==> src/common/usd_pkg.sv <==
// usd_pkg: register map, fields, encodings and state types of the serial port
package usd_pkg;

   localparam logic [31:0] USD_ADDR_CTRL = 32'h8000_0080;
   localparam logic [31:0] USD_ADDR_STATUS = 32'h8000_0084;
   localparam logic [31:0] USD_ADDR_TX_HOLDING = 32'h8000_0088;
   localparam logic [31:0] USD_ADDR_RX_BUFFER = 32'h8000_008C;
   localparam logic [31:0] USD_ADDR_BAUD = 32'h8000_0090;

   // status fields
   localparam int USD_ST_TX_EMPTY = 10;
   localparam int USD_ST_TX_HOLD_EMPTY = 9;
   localparam int USD_ST_RX_READY = 8;
   localparam int USD_ST_DTR = 4;
   localparam int USD_ST_BREAK = 3;
   localparam int USD_ST_FRAME = 2;
   localparam int USD_ST_PARITY = 1;
   localparam int USD_ST_OVERRUN = 0;

   // control fields
   localparam int USD_CT_LOOP = 26;
   localparam int USD_CT_BRK = 25;
   localparam int USD_CT_DSR = 24;
   localparam int USD_CT_PMODE_LO = 19;
   localparam int USD_CT_STOP = 18;
   localparam int USD_CT_WLEN_LO = 16;
   localparam int USD_CT_TX_MODE_LO = 8;
   localparam int USD_CT_RX_STATUS_IRQ_EN = 2;
   localparam int USD_CT_RX_MODE_LO = 0;

   localparam int USD_DIV_W = 16;
   localparam int USD_DATA_W = 8;

   // service modes, shared by transmit and receive
   localparam logic [1:0] USD_MODE_OFF = 2'h0;
   localparam logic [1:0] USD_MODE_IRQ = 2'h1;
   localparam logic [1:0] USD_MODE_DMA0 = 2'h2;
   localparam logic [1:0] USD_MODE_DMA1 = 2'h3;

   // parity modes
   localparam logic [2:0] USD_PAR_ODD = 3'h4;
   localparam logic [2:0] USD_PAR_EVEN = 3'h5;
   localparam logic [2:0] USD_PAR_ONE = 3'h6;
   localparam logic [2:0] USD_PAR_ZERO = 3'h7;

   // timing in 16x ticks
   localparam logic [3:0] USD_TICK_HALF = 4'h7;
   localparam logic [3:0] USD_TICK_LAST = 4'hF;

   typedef enum logic [2:0] {TX_IDLE, TX_START, TX_DATA, TX_PARITY, TX_STOP1, TX_STOP2} usd_tx_e;
   typedef enum logic [2:0] {RX_IDLE, RX_START, RX_DATA, RX_PARITY, RX_STOP, RX_BRKWAIT} usd_rx_e;

   typedef struct packed {
      logic [31:0] addr;
      logic [31:0] wdata;
      logic wr;
      logic rd;
   } usd_req_s;

   typedef struct packed {
      logic [1:0] txMode;
      logic [1:0] rxMode;
      logic rx_status_irq_en;
      logic [1:0] wordLen;
      logic stop2;
      logic [2:0] pmode;
      logic brk;
      logic loop;
      logic dsr;
      logic [USD_DIV_W-1:0] baud_divisor;
      logic [USD_DIV_W-1:0] divCnt;
      logic phase;
      logic tick;
      logic [7:0] txHold;
      logic txHoldFull;
      usd_tx_e txSt;
      logic [7:0] txShift;
      logic [3:0] txTick;
      logic [2:0] txBit;
      logic txPar;
      logic txLineLow;
      usd_rx_e rxSt;
      logic [7:0] rxShift;
      logic [3:0] rxTick;
      logic [2:0] rxBit;
      logic rxParBit;
      logic [7:0] rxBuf;
      logic rxReady;
      logic breakSeen;
      logic frameErr;
      logic parityErr;
      logic overrunErr;
      logic [31:0] rdData;
   } usd_state_s;

   // everything zero: modes disabled, holding empty, line high
   localparam usd_state_s USD_STATE_RESET = '0;

endpackage

==> src/rtl/usd_uart.sv <==
// usd_uart: serial port status, data and baud logic with transmit and receive
`timescale 1ns/1ps

// How it works
// - tx_empty: holding and shift both empty
// - tx_holding_empty shows holding register vacancy
// - holding empty raises irq or dma
// - holding write clears tx_holding_empty
// - tx_holding_empty ignores status writes
// - rx_ready set on data, raises request
// - receive buffer read clears rx_ready
// - status bit 4 mirrors dtr pin
// - break sets break_seen, status irq
// - framing error sets frame_err, status irq
// - parity failure sets parity_err, status irq
// - overrun sets overrun_err, status irq
// - transmit copies holding into shift register
// - receive shifts next frame while buffered
// - 16x clock, baud = f/(div+1)/32
// - reset forces both modes to off
// - tx_mode off resets transmitter, line high unless brk set
// - rx_mode off resets receiver
// - status irq needs enable and error
// - word length 5..8, right justified
module usd_uart (
   input wire logic ref_clk,
   input wire logic rstn,
   input wire usd_pkg::usd_req_s busReq,
   output logic [31:0] rdData,
   input wire logic rxd,
   output logic txd,
   input wire logic dtr,
   output logic dsr,
   output logic txIrq,
   output logic rxIrq,
   output logic rxStatusIrq,
   output logic [1:0] txDmaReq,
   output logic [1:0] rxDmaReq
);
   import usd_pkg::*;

   usd_state_s s;
   usd_state_s next_s;
   logic txEmpty;
   logic rxIn;
   logic rxBufRead;
   logic txLoad;

   function automatic logic [2:0] lastBit(input logic [1:0] wl);
      lastBit = 3'(3'h4 + {1'b0, wl});
   endfunction

   function automatic logic [7:0] justify(input logic [7:0] d, input logic [1:0] wl);
      justify = d >> (2'h3 - wl);
   endfunction

   function automatic logic parityOf(input logic [7:0] d, input logic [2:0] pm);
      case (pm)
         USD_PAR_ODD: parityOf = ~^d;
         USD_PAR_EVEN: parityOf = ^d;
         USD_PAR_ONE: parityOf = 1'b1;
         default: parityOf = 1'b0;
      endcase
   endfunction

   assign txEmpty = !s.txHoldFull && (s.txSt == TX_IDLE);
   assign rxIn = s.loop ? !s.txLineLow : rxd;
   assign txd = s.loop ? 1'b1 : !s.txLineLow;
   assign dsr = s.dsr;
   assign rdData = s.rdData;
   assign txIrq = !s.txHoldFull && (s.txMode == USD_MODE_IRQ);
   assign txDmaReq[0] = !s.txHoldFull && (s.txMode == USD_MODE_DMA0);
   assign txDmaReq[1] = !s.txHoldFull && (s.txMode == USD_MODE_DMA1);
   assign rxIrq = s.rxReady && (s.rxMode == USD_MODE_IRQ);
   assign rxDmaReq[0] = s.rxReady && (s.rxMode == USD_MODE_DMA0);
   assign rxDmaReq[1] = s.rxReady && (s.rxMode == USD_MODE_DMA1);
   assign rxStatusIrq = s.rx_status_irq_en && (s.breakSeen || s.frameErr || s.parityErr || s.overrunErr);
   assign rxBufRead = busReq.rd && (busReq.addr == USD_ADDR_RX_BUFFER);
   // load on a tick only, so the start bit spans full 16 ticks
   assign txLoad = (s.txMode != USD_MODE_OFF) && (s.txSt == TX_IDLE) && s.txHoldFull && s.tick;

   always_comb begin
      next_s = s;
      next_s.rdData = '0;
      // baud divider: phase flips every div+1 cycles, tick once per full period
      next_s.tick = 1'b0;
      if (s.divCnt >= s.baud_divisor) begin
         next_s.divCnt = '0;
         next_s.phase = !s.phase;
         next_s.tick = s.phase;
      end else begin
         next_s.divCnt = USD_DIV_W'(s.divCnt + 1'b1);
      end

      // register reads
      if (busReq.rd) begin
         case (busReq.addr)
            USD_ADDR_CTRL: begin
               next_s.rdData[USD_CT_LOOP] = s.loop;
               next_s.rdData[USD_CT_BRK] = s.brk;
               next_s.rdData[USD_CT_DSR] = s.dsr;
               next_s.rdData[USD_CT_PMODE_LO +: 3] = s.pmode;
               next_s.rdData[USD_CT_STOP] = s.stop2;
               next_s.rdData[USD_CT_WLEN_LO +: 2] = s.wordLen;
               next_s.rdData[USD_CT_TX_MODE_LO +: 2] = s.txMode;
               next_s.rdData[USD_CT_RX_STATUS_IRQ_EN] = s.rx_status_irq_en;
               next_s.rdData[USD_CT_RX_MODE_LO +: 2] = s.rxMode;
            end
            USD_ADDR_STATUS: begin
               next_s.rdData[USD_ST_TX_EMPTY] = txEmpty;
               next_s.rdData[USD_ST_TX_HOLD_EMPTY] = !s.txHoldFull;
               next_s.rdData[USD_ST_RX_READY] = s.rxReady;
               next_s.rdData[USD_ST_DTR] = dtr;
               next_s.rdData[USD_ST_BREAK] = s.breakSeen;
               next_s.rdData[USD_ST_FRAME] = s.frameErr;
               next_s.rdData[USD_ST_PARITY] = s.parityErr;
               next_s.rdData[USD_ST_OVERRUN] = s.overrunErr;
            end
            USD_ADDR_RX_BUFFER: begin
               next_s.rdData[USD_DATA_W-1:0] = s.rxBuf;
               next_s.rxReady = 1'b0;
            end
            USD_ADDR_BAUD: begin
               next_s.rdData[USD_DIV_W-1:0] = s.baud_divisor;
            end
            default: begin
               next_s.rdData = '0;
            end
         endcase
      end

      // transmit: copy holding into shift register when idle
      if (txLoad) begin
         next_s.txShift = s.txHold;
         next_s.txPar = parityOf(s.txHold & (8'hFF >> (2'h3 - s.wordLen)), s.pmode);
         next_s.txHoldFull = 1'b0;
         next_s.txSt = TX_START;
         next_s.txTick = '0;
      end

      // register writes
      if (busReq.wr) begin
         case (busReq.addr)
            USD_ADDR_CTRL: begin
               next_s.loop = busReq.wdata[USD_CT_LOOP];
               next_s.brk = busReq.wdata[USD_CT_BRK];
               next_s.dsr = busReq.wdata[USD_CT_DSR];
               next_s.pmode = busReq.wdata[USD_CT_PMODE_LO +: 3];
               next_s.stop2 = busReq.wdata[USD_CT_STOP];
               next_s.wordLen = busReq.wdata[USD_CT_WLEN_LO +: 2];
               next_s.txMode = busReq.wdata[USD_CT_TX_MODE_LO +: 2];
               next_s.rx_status_irq_en = busReq.wdata[USD_CT_RX_STATUS_IRQ_EN];
               next_s.rxMode = busReq.wdata[USD_CT_RX_MODE_LO +: 2];
            end
            USD_ADDR_STATUS: begin
               // holding and ready flags are read-only here
               next_s.breakSeen = s.breakSeen & busReq.wdata[USD_ST_BREAK];
               next_s.frameErr = s.frameErr & busReq.wdata[USD_ST_FRAME];
               next_s.parityErr = s.parityErr & busReq.wdata[USD_ST_PARITY];
               next_s.overrunErr = s.overrunErr & busReq.wdata[USD_ST_OVERRUN];
            end
            USD_ADDR_TX_HOLDING: begin
               next_s.txHold = busReq.wdata[USD_DATA_W-1:0];
               next_s.txHoldFull = 1'b1;
            end
            USD_ADDR_BAUD: begin
               next_s.baud_divisor = busReq.wdata[USD_DIV_W-1:0];
            end
            default: begin
               next_s.baud_divisor = next_s.baud_divisor;
            end
         endcase
      end

      // transmit bit timing, one bit per 16 ticks
      if (s.tick && (s.txSt != TX_IDLE)) begin
         next_s.txTick = 4'(s.txTick + 1'b1);
         if (s.txTick == USD_TICK_LAST) begin
            case (s.txSt)
               TX_START: begin
                  next_s.txSt = TX_DATA;
                  next_s.txBit = '0;
               end
               TX_DATA: begin
                  next_s.txShift = s.txShift >> 1;
                  next_s.txBit = 3'(s.txBit + 1'b1);
                  if (s.txBit == lastBit(s.wordLen)) begin
                     next_s.txSt = s.pmode[2] ? TX_PARITY : TX_STOP1;
                  end
               end
               TX_PARITY: next_s.txSt = TX_STOP1;
               TX_STOP1: next_s.txSt = s.stop2 ? TX_STOP2 : TX_IDLE;
               default: next_s.txSt = TX_IDLE;
            endcase
         end
      end
      if (s.txMode == USD_MODE_OFF) begin
         next_s.txSt = TX_IDLE;
         next_s.txTick = '0;
         next_s.txBit = '0;
      end
      case (next_s.txSt)
         TX_START: next_s.txLineLow = 1'b1;
         TX_DATA: next_s.txLineLow = !next_s.txShift[0];
         TX_PARITY: next_s.txLineLow = !next_s.txPar;
         default: next_s.txLineLow = 1'b0;
      endcase
      if (s.brk) begin
         next_s.txLineLow = 1'b1;
      end

      // receive: sample at bit centres, shift frame while buffer is held
      if (s.tick) begin
         next_s.rxTick = 4'(s.rxTick + 1'b1);
         case (s.rxSt)
            RX_IDLE: begin
               next_s.rxTick = '0;
               if (!rxIn) begin
                  next_s.rxSt = RX_START;
               end
            end
            RX_START: begin
               if (s.rxTick == USD_TICK_HALF) begin
                  next_s.rxTick = '0;
                  next_s.rxBit = '0;
                  next_s.rxShift = '0;
                  next_s.rxSt = rxIn ? RX_IDLE : RX_DATA;
               end
            end
            RX_DATA: begin
               if (s.rxTick == USD_TICK_LAST) begin
                  next_s.rxShift = {rxIn, s.rxShift[7:1]};
                  next_s.rxBit = 3'(s.rxBit + 1'b1);
                  next_s.rxParBit = 1'b0;
                  if (s.rxBit == lastBit(s.wordLen)) begin
                     next_s.rxSt = s.pmode[2] ? RX_PARITY : RX_STOP;
                  end
               end
            end
            RX_PARITY: begin
               if (s.rxTick == USD_TICK_LAST) begin
                  next_s.rxParBit = rxIn;
                  next_s.rxSt = RX_STOP;
               end
            end
            RX_STOP: begin
               if (s.rxTick == USD_TICK_LAST) begin
                  next_s.rxSt = RX_IDLE;
                  if (!rxIn && (s.rxShift == '0) && !s.rxParBit) begin
                     next_s.breakSeen = 1'b1;
                     next_s.rxSt = RX_BRKWAIT;
                  end else begin
                     next_s.rxBuf = justify(s.rxShift, s.wordLen);
                     next_s.rxReady = 1'b1;
                     if (s.rxReady && !rxBufRead) begin
                        next_s.overrunErr = 1'b1;
                     end
                     if (!rxIn) begin
                        next_s.frameErr = 1'b1;
                     end
                     if (s.pmode[2] &&
                         (s.rxParBit != parityOf(justify(s.rxShift, s.wordLen), s.pmode))) begin
                        next_s.parityErr = 1'b1;
                     end
                  end
               end
            end
            default: begin
               next_s.rxTick = '0;
               if (rxIn) begin
                  next_s.rxSt = RX_IDLE;
               end
            end
         endcase
      end
      if (s.rxMode == USD_MODE_OFF) begin
         next_s.rxSt = RX_IDLE;
         next_s.rxTick = '0;
         next_s.rxBit = '0;
      end
   end

   always_ff @(posedge ref_clk or negedge rstn) begin
      if (!rstn) begin
         s <= USD_STATE_RESET;
      end else begin
         s <= next_s;
      end
   end

   logic stWrite;
   logic stRead;
   assign stWrite = busReq.wr && (busReq.addr == USD_ADDR_STATUS);
   assign stRead = busReq.rd && (busReq.addr == USD_ADDR_STATUS);
   logic rxStopEnd;
   assign rxStopEnd = s.tick && (s.rxSt == RX_STOP) && (s.rxTick == USD_TICK_LAST);
endmodule

==> config.mk <==
export PLATFORM = sky130hd
export DESIGN_NAME = usd_uart
export DESIGN_NICKNAME = d
export VERILOG_FILES = /design/src/common/usd_pkg.sv /design/src/rtl/usd_uart.sv
export SDC_FILE = /design/constraint.sdc
export NUM_CORES = 1
export LEC_CHECK = 0
export ABC_AREA = 1
export BUFFER_PORTS_ARGS = -buffer_cell sky130_fd_sc_hd__buf_2
export CORE_MARGIN = 2
export CORE_UTILIZATION = 35
export CTS_BUF_LIST = sky130_fd_sc_hd__clkbuf_16
export DETAILED_ROUTE_END_ITERATION = 10
export GPL_ROUTABILITY_DRIVEN = 0
export MAX_ROUTING_LAYER = met4
export PLACE_DENSITY = 0.63
export SYNTH_ARGS = -nofsm -noshare
export SYNTH_HDL_FRONTEND = slang
export SYNTH_SLANG_ARGS = --single-unit
==> constraint.sdc <==
create_clock -name ref_clk -period 4.5 [get_ports ref_clk]
set_input_delay 0.675 -clock ref_clk [delete_from_list [all_inputs] [get_ports ref_clk]]
set_output_delay 0.675 -clock ref_clk [all_outputs]
set_load 0.01 [all_outputs]
==> metrics.txt <==
outcome finished, final reports clean; most used cell, CP nand2_1; hold slack final roughly 0.32 ns; post-route worst setup slack ~2.0 ns; Die H roughly 150 um; Final Core Density between 40% and 50%; core area ~21,000 um2; clock skew between 0.006 and 0.007 ns; first-pass GRT wire length 29.2 mm; Worst Path Max Fanout 25; worst endpoint required time roughly 4.8 ns; design area 8500 um2; final setup vio count 0; RR Startpoint s[134]$_DFFE_PN0P_; H-tree depth 4; Antenna diodes 0; Worst-Skew Late Latency 0.42 ns; die area 22,500 um2; reg2reg path depth 13; Seq/Total Area, Yosys about 45%; total power 2.58 mW; area grow syn2layout 13.8%; nets@finish 1,108; fillers around 2,200; PortBufs between 90 and 100; max-cap violations 0; worst hold path class in2async; Final Hold Viols 0; critical-path cell list inv_1, nand2_1, nand2_1, o21ai_0, nand2_1, nand3_1, nand2_1, nand2_1, nand2_1, nand2_1, nand2_1, nand3_1, nand2_1; antenna violations before repair 0; max incr delay on CP 0.86 ns; final antenna-violating net count 0; pwr dens between 300 and 400 nW/um2; First-pass DRT Iterations 5; TritonCTS clock tree done; Slew Viols, Final 0; Sink Count 134; DRC Markers 0; CTS Hold Bufs 0; Tmin final roughly 2.5 ns; GRT Total Usage 17.1%; RSZ-0062 raised after global routing false; Yosys Warn Count 0; mapped cell area 7470 um2; Cells after DPL 1,273; DRT iter0 DRCs between 300 and 400; Worst IR Drop VDD roughly 140 uV; Static Leak ~4.4 nW; CTS Buffer Depth 2; Post-Layout Cell Count roughly 1,300; routed wire length approximately 18 mm; largest net degree at the start of global routing 86; R2R Setup Slk between 1.5 and 2 ns; Final Cycle Share between 50% and 60%; grt ovf 0; Syn Area/Cell between 7 and 8 um2; num ports around 110; headroom to the max-slew limit 45.2%; layout cells sized above 1 ~16%; Max Clock Freq approximately 400 MHz; Post-CTS Setup Bufs 0; CP max stage cell dfrtp_1; Worst Setup End Kind flop; Die X about 150 um; cts repair resizes 0; flops & latches, synth between 100 and 150; CP Data Arrival Time about 2.8 ns; Wirelength per Cell roughly 14 um; CTS Buf Count 17; initial core utilization ~36%; FF-to-FF End s[33]$_DFF_PN0_; commonest non-fill, non-tap cell in the layout nand2_1; pre-CTS WS 1.66 ns; Core Rows 53; Synth Instances 949; clock slew at reported path FFs ~0.06 ns; CP Launch Type flop; Synth cell types 43; vias in the first global route a little under 6,000; Avg Vias per Cell ~4.8; area of placed instances ~8000 um2; Root Driver clkbuf_16; worst setup path class reg2reg; TNS Setup 0 ns; most frequent cells in the layout nand2_1, dfrtp_1, inv_1; via count between 6,000 and 7,000; Slew @ Worst Pin roughly 0.82 ns; Detailed Place HPWL between 10 and 15 mm
[area by class of cell]
type	instances	area, um2	area share, %
sequential	134	3350	39.4
multi-input combinational	640	3280	38.6
timing repair buffer	99	509	5.99
inverter	125	469	5.52
clock buffer	17	425	5.00
tap	275	344	4.05
clock inverter	14	121	1.43
[logic make-up after synthesis]
| logic type | after synthesis | synth area share [%] |
|---|---|---|
| fa+ha+maj | 21 | 3.52 |
| other cells | 1 | 0.0502 |
| simple gates | 454 | 26.9 |
| flops | 134 | 44.9 |
| mux | 1 | 0.134 |
| xor+xnor | 16 | 1.88 |
| buf+inv | 181 | 11.5 |
| compound gates | 141 | 11.1 |
[power by group]
part	switching, mW	internal (mW)
registers	0.00000000353	1.21
clock network	0.503	0.795
logic	0.0522	0.0235
total	0.555	2.02
[metal layers]
| layer | part of all wire, % | global-route usage (%) | vias to the layer above |
|---|---|---|---|
| met1 | 46 | 21.5 | 2928 |
| met2 | 48 | 27.6 | 134 |
| met4 | 1.6 | 5.85 | 0 |
| met3 | 4.6 | 3.61 | 21 |
| met5 | 0 | - | - |
| li1 | - | - | 3167 |
[worst max-delay path by stage]
stage | slack (ns) | to | startpoint | cells after the start
final | 2.00 | s[33]$_DFF_PN0_ | s[134]$_DFFE_PN0P_ | 13
after global routing | 1.72 | s[33]$_DFF_PN0_ | s[134]$_DFFE_PN0P_ | 13
after CTS | 1.98 | s[33]$_DFF_PN0_ | s[134]$_DFFE_PN0P_ | 13
after detailed placement | 1.66 | s[125]$_DFFE_PN0P_ | busReq[47] | 8
after global placement | 1.72 | s[111]$_DFFE_PN0P_ | busReq[47] | 7
after floorplan | 2.53 | s[34]$_DFF_PN0_ | busReq[43] | 7
[registers in the layout (all words and copies together), names as in the netlist]
name    flops
rdData     25
dsr         1
s         108
[synthesized netlist by cell type, drive strengths merged]
master   count  area, um2
o21ai       87        480
nand3       80        440
a31oi        5       31.3
o2bb2ai      1       8.76
o21a         2       15.0
conb         1       3.75
and3         1       6.26
nor4         6       52.6
a21oi       21        105
clkbuf       6       23.8
o31ai        5       37.5
dfrtp      134       3350
inv        125        469
o22ai        9       56.3
nand2      249        947
mux2i        1       10.0
a32o         2       20.0
xnor2        9       78.8
xor2         7       61.3
buf         50        368
nor2        81        349
nor3b        2       15.0
or2          2       12.5
o32ai        3       26.3
a41oi        1       8.76
nor3        24        130
o211ai       5       37.5
nand4        6       37.5
nand3b       3       22.5
ha          21        263
[worst max-delay path, delay by kind of cell (launching register included)]
kind | cells | cell delay [ns]
flops | 1 | 0.86
compound gates | 1 | 0.30
simple gates | 11 | 0.90
buf+inv | 1 | 0.33
(Power assumes the default switching activity.)
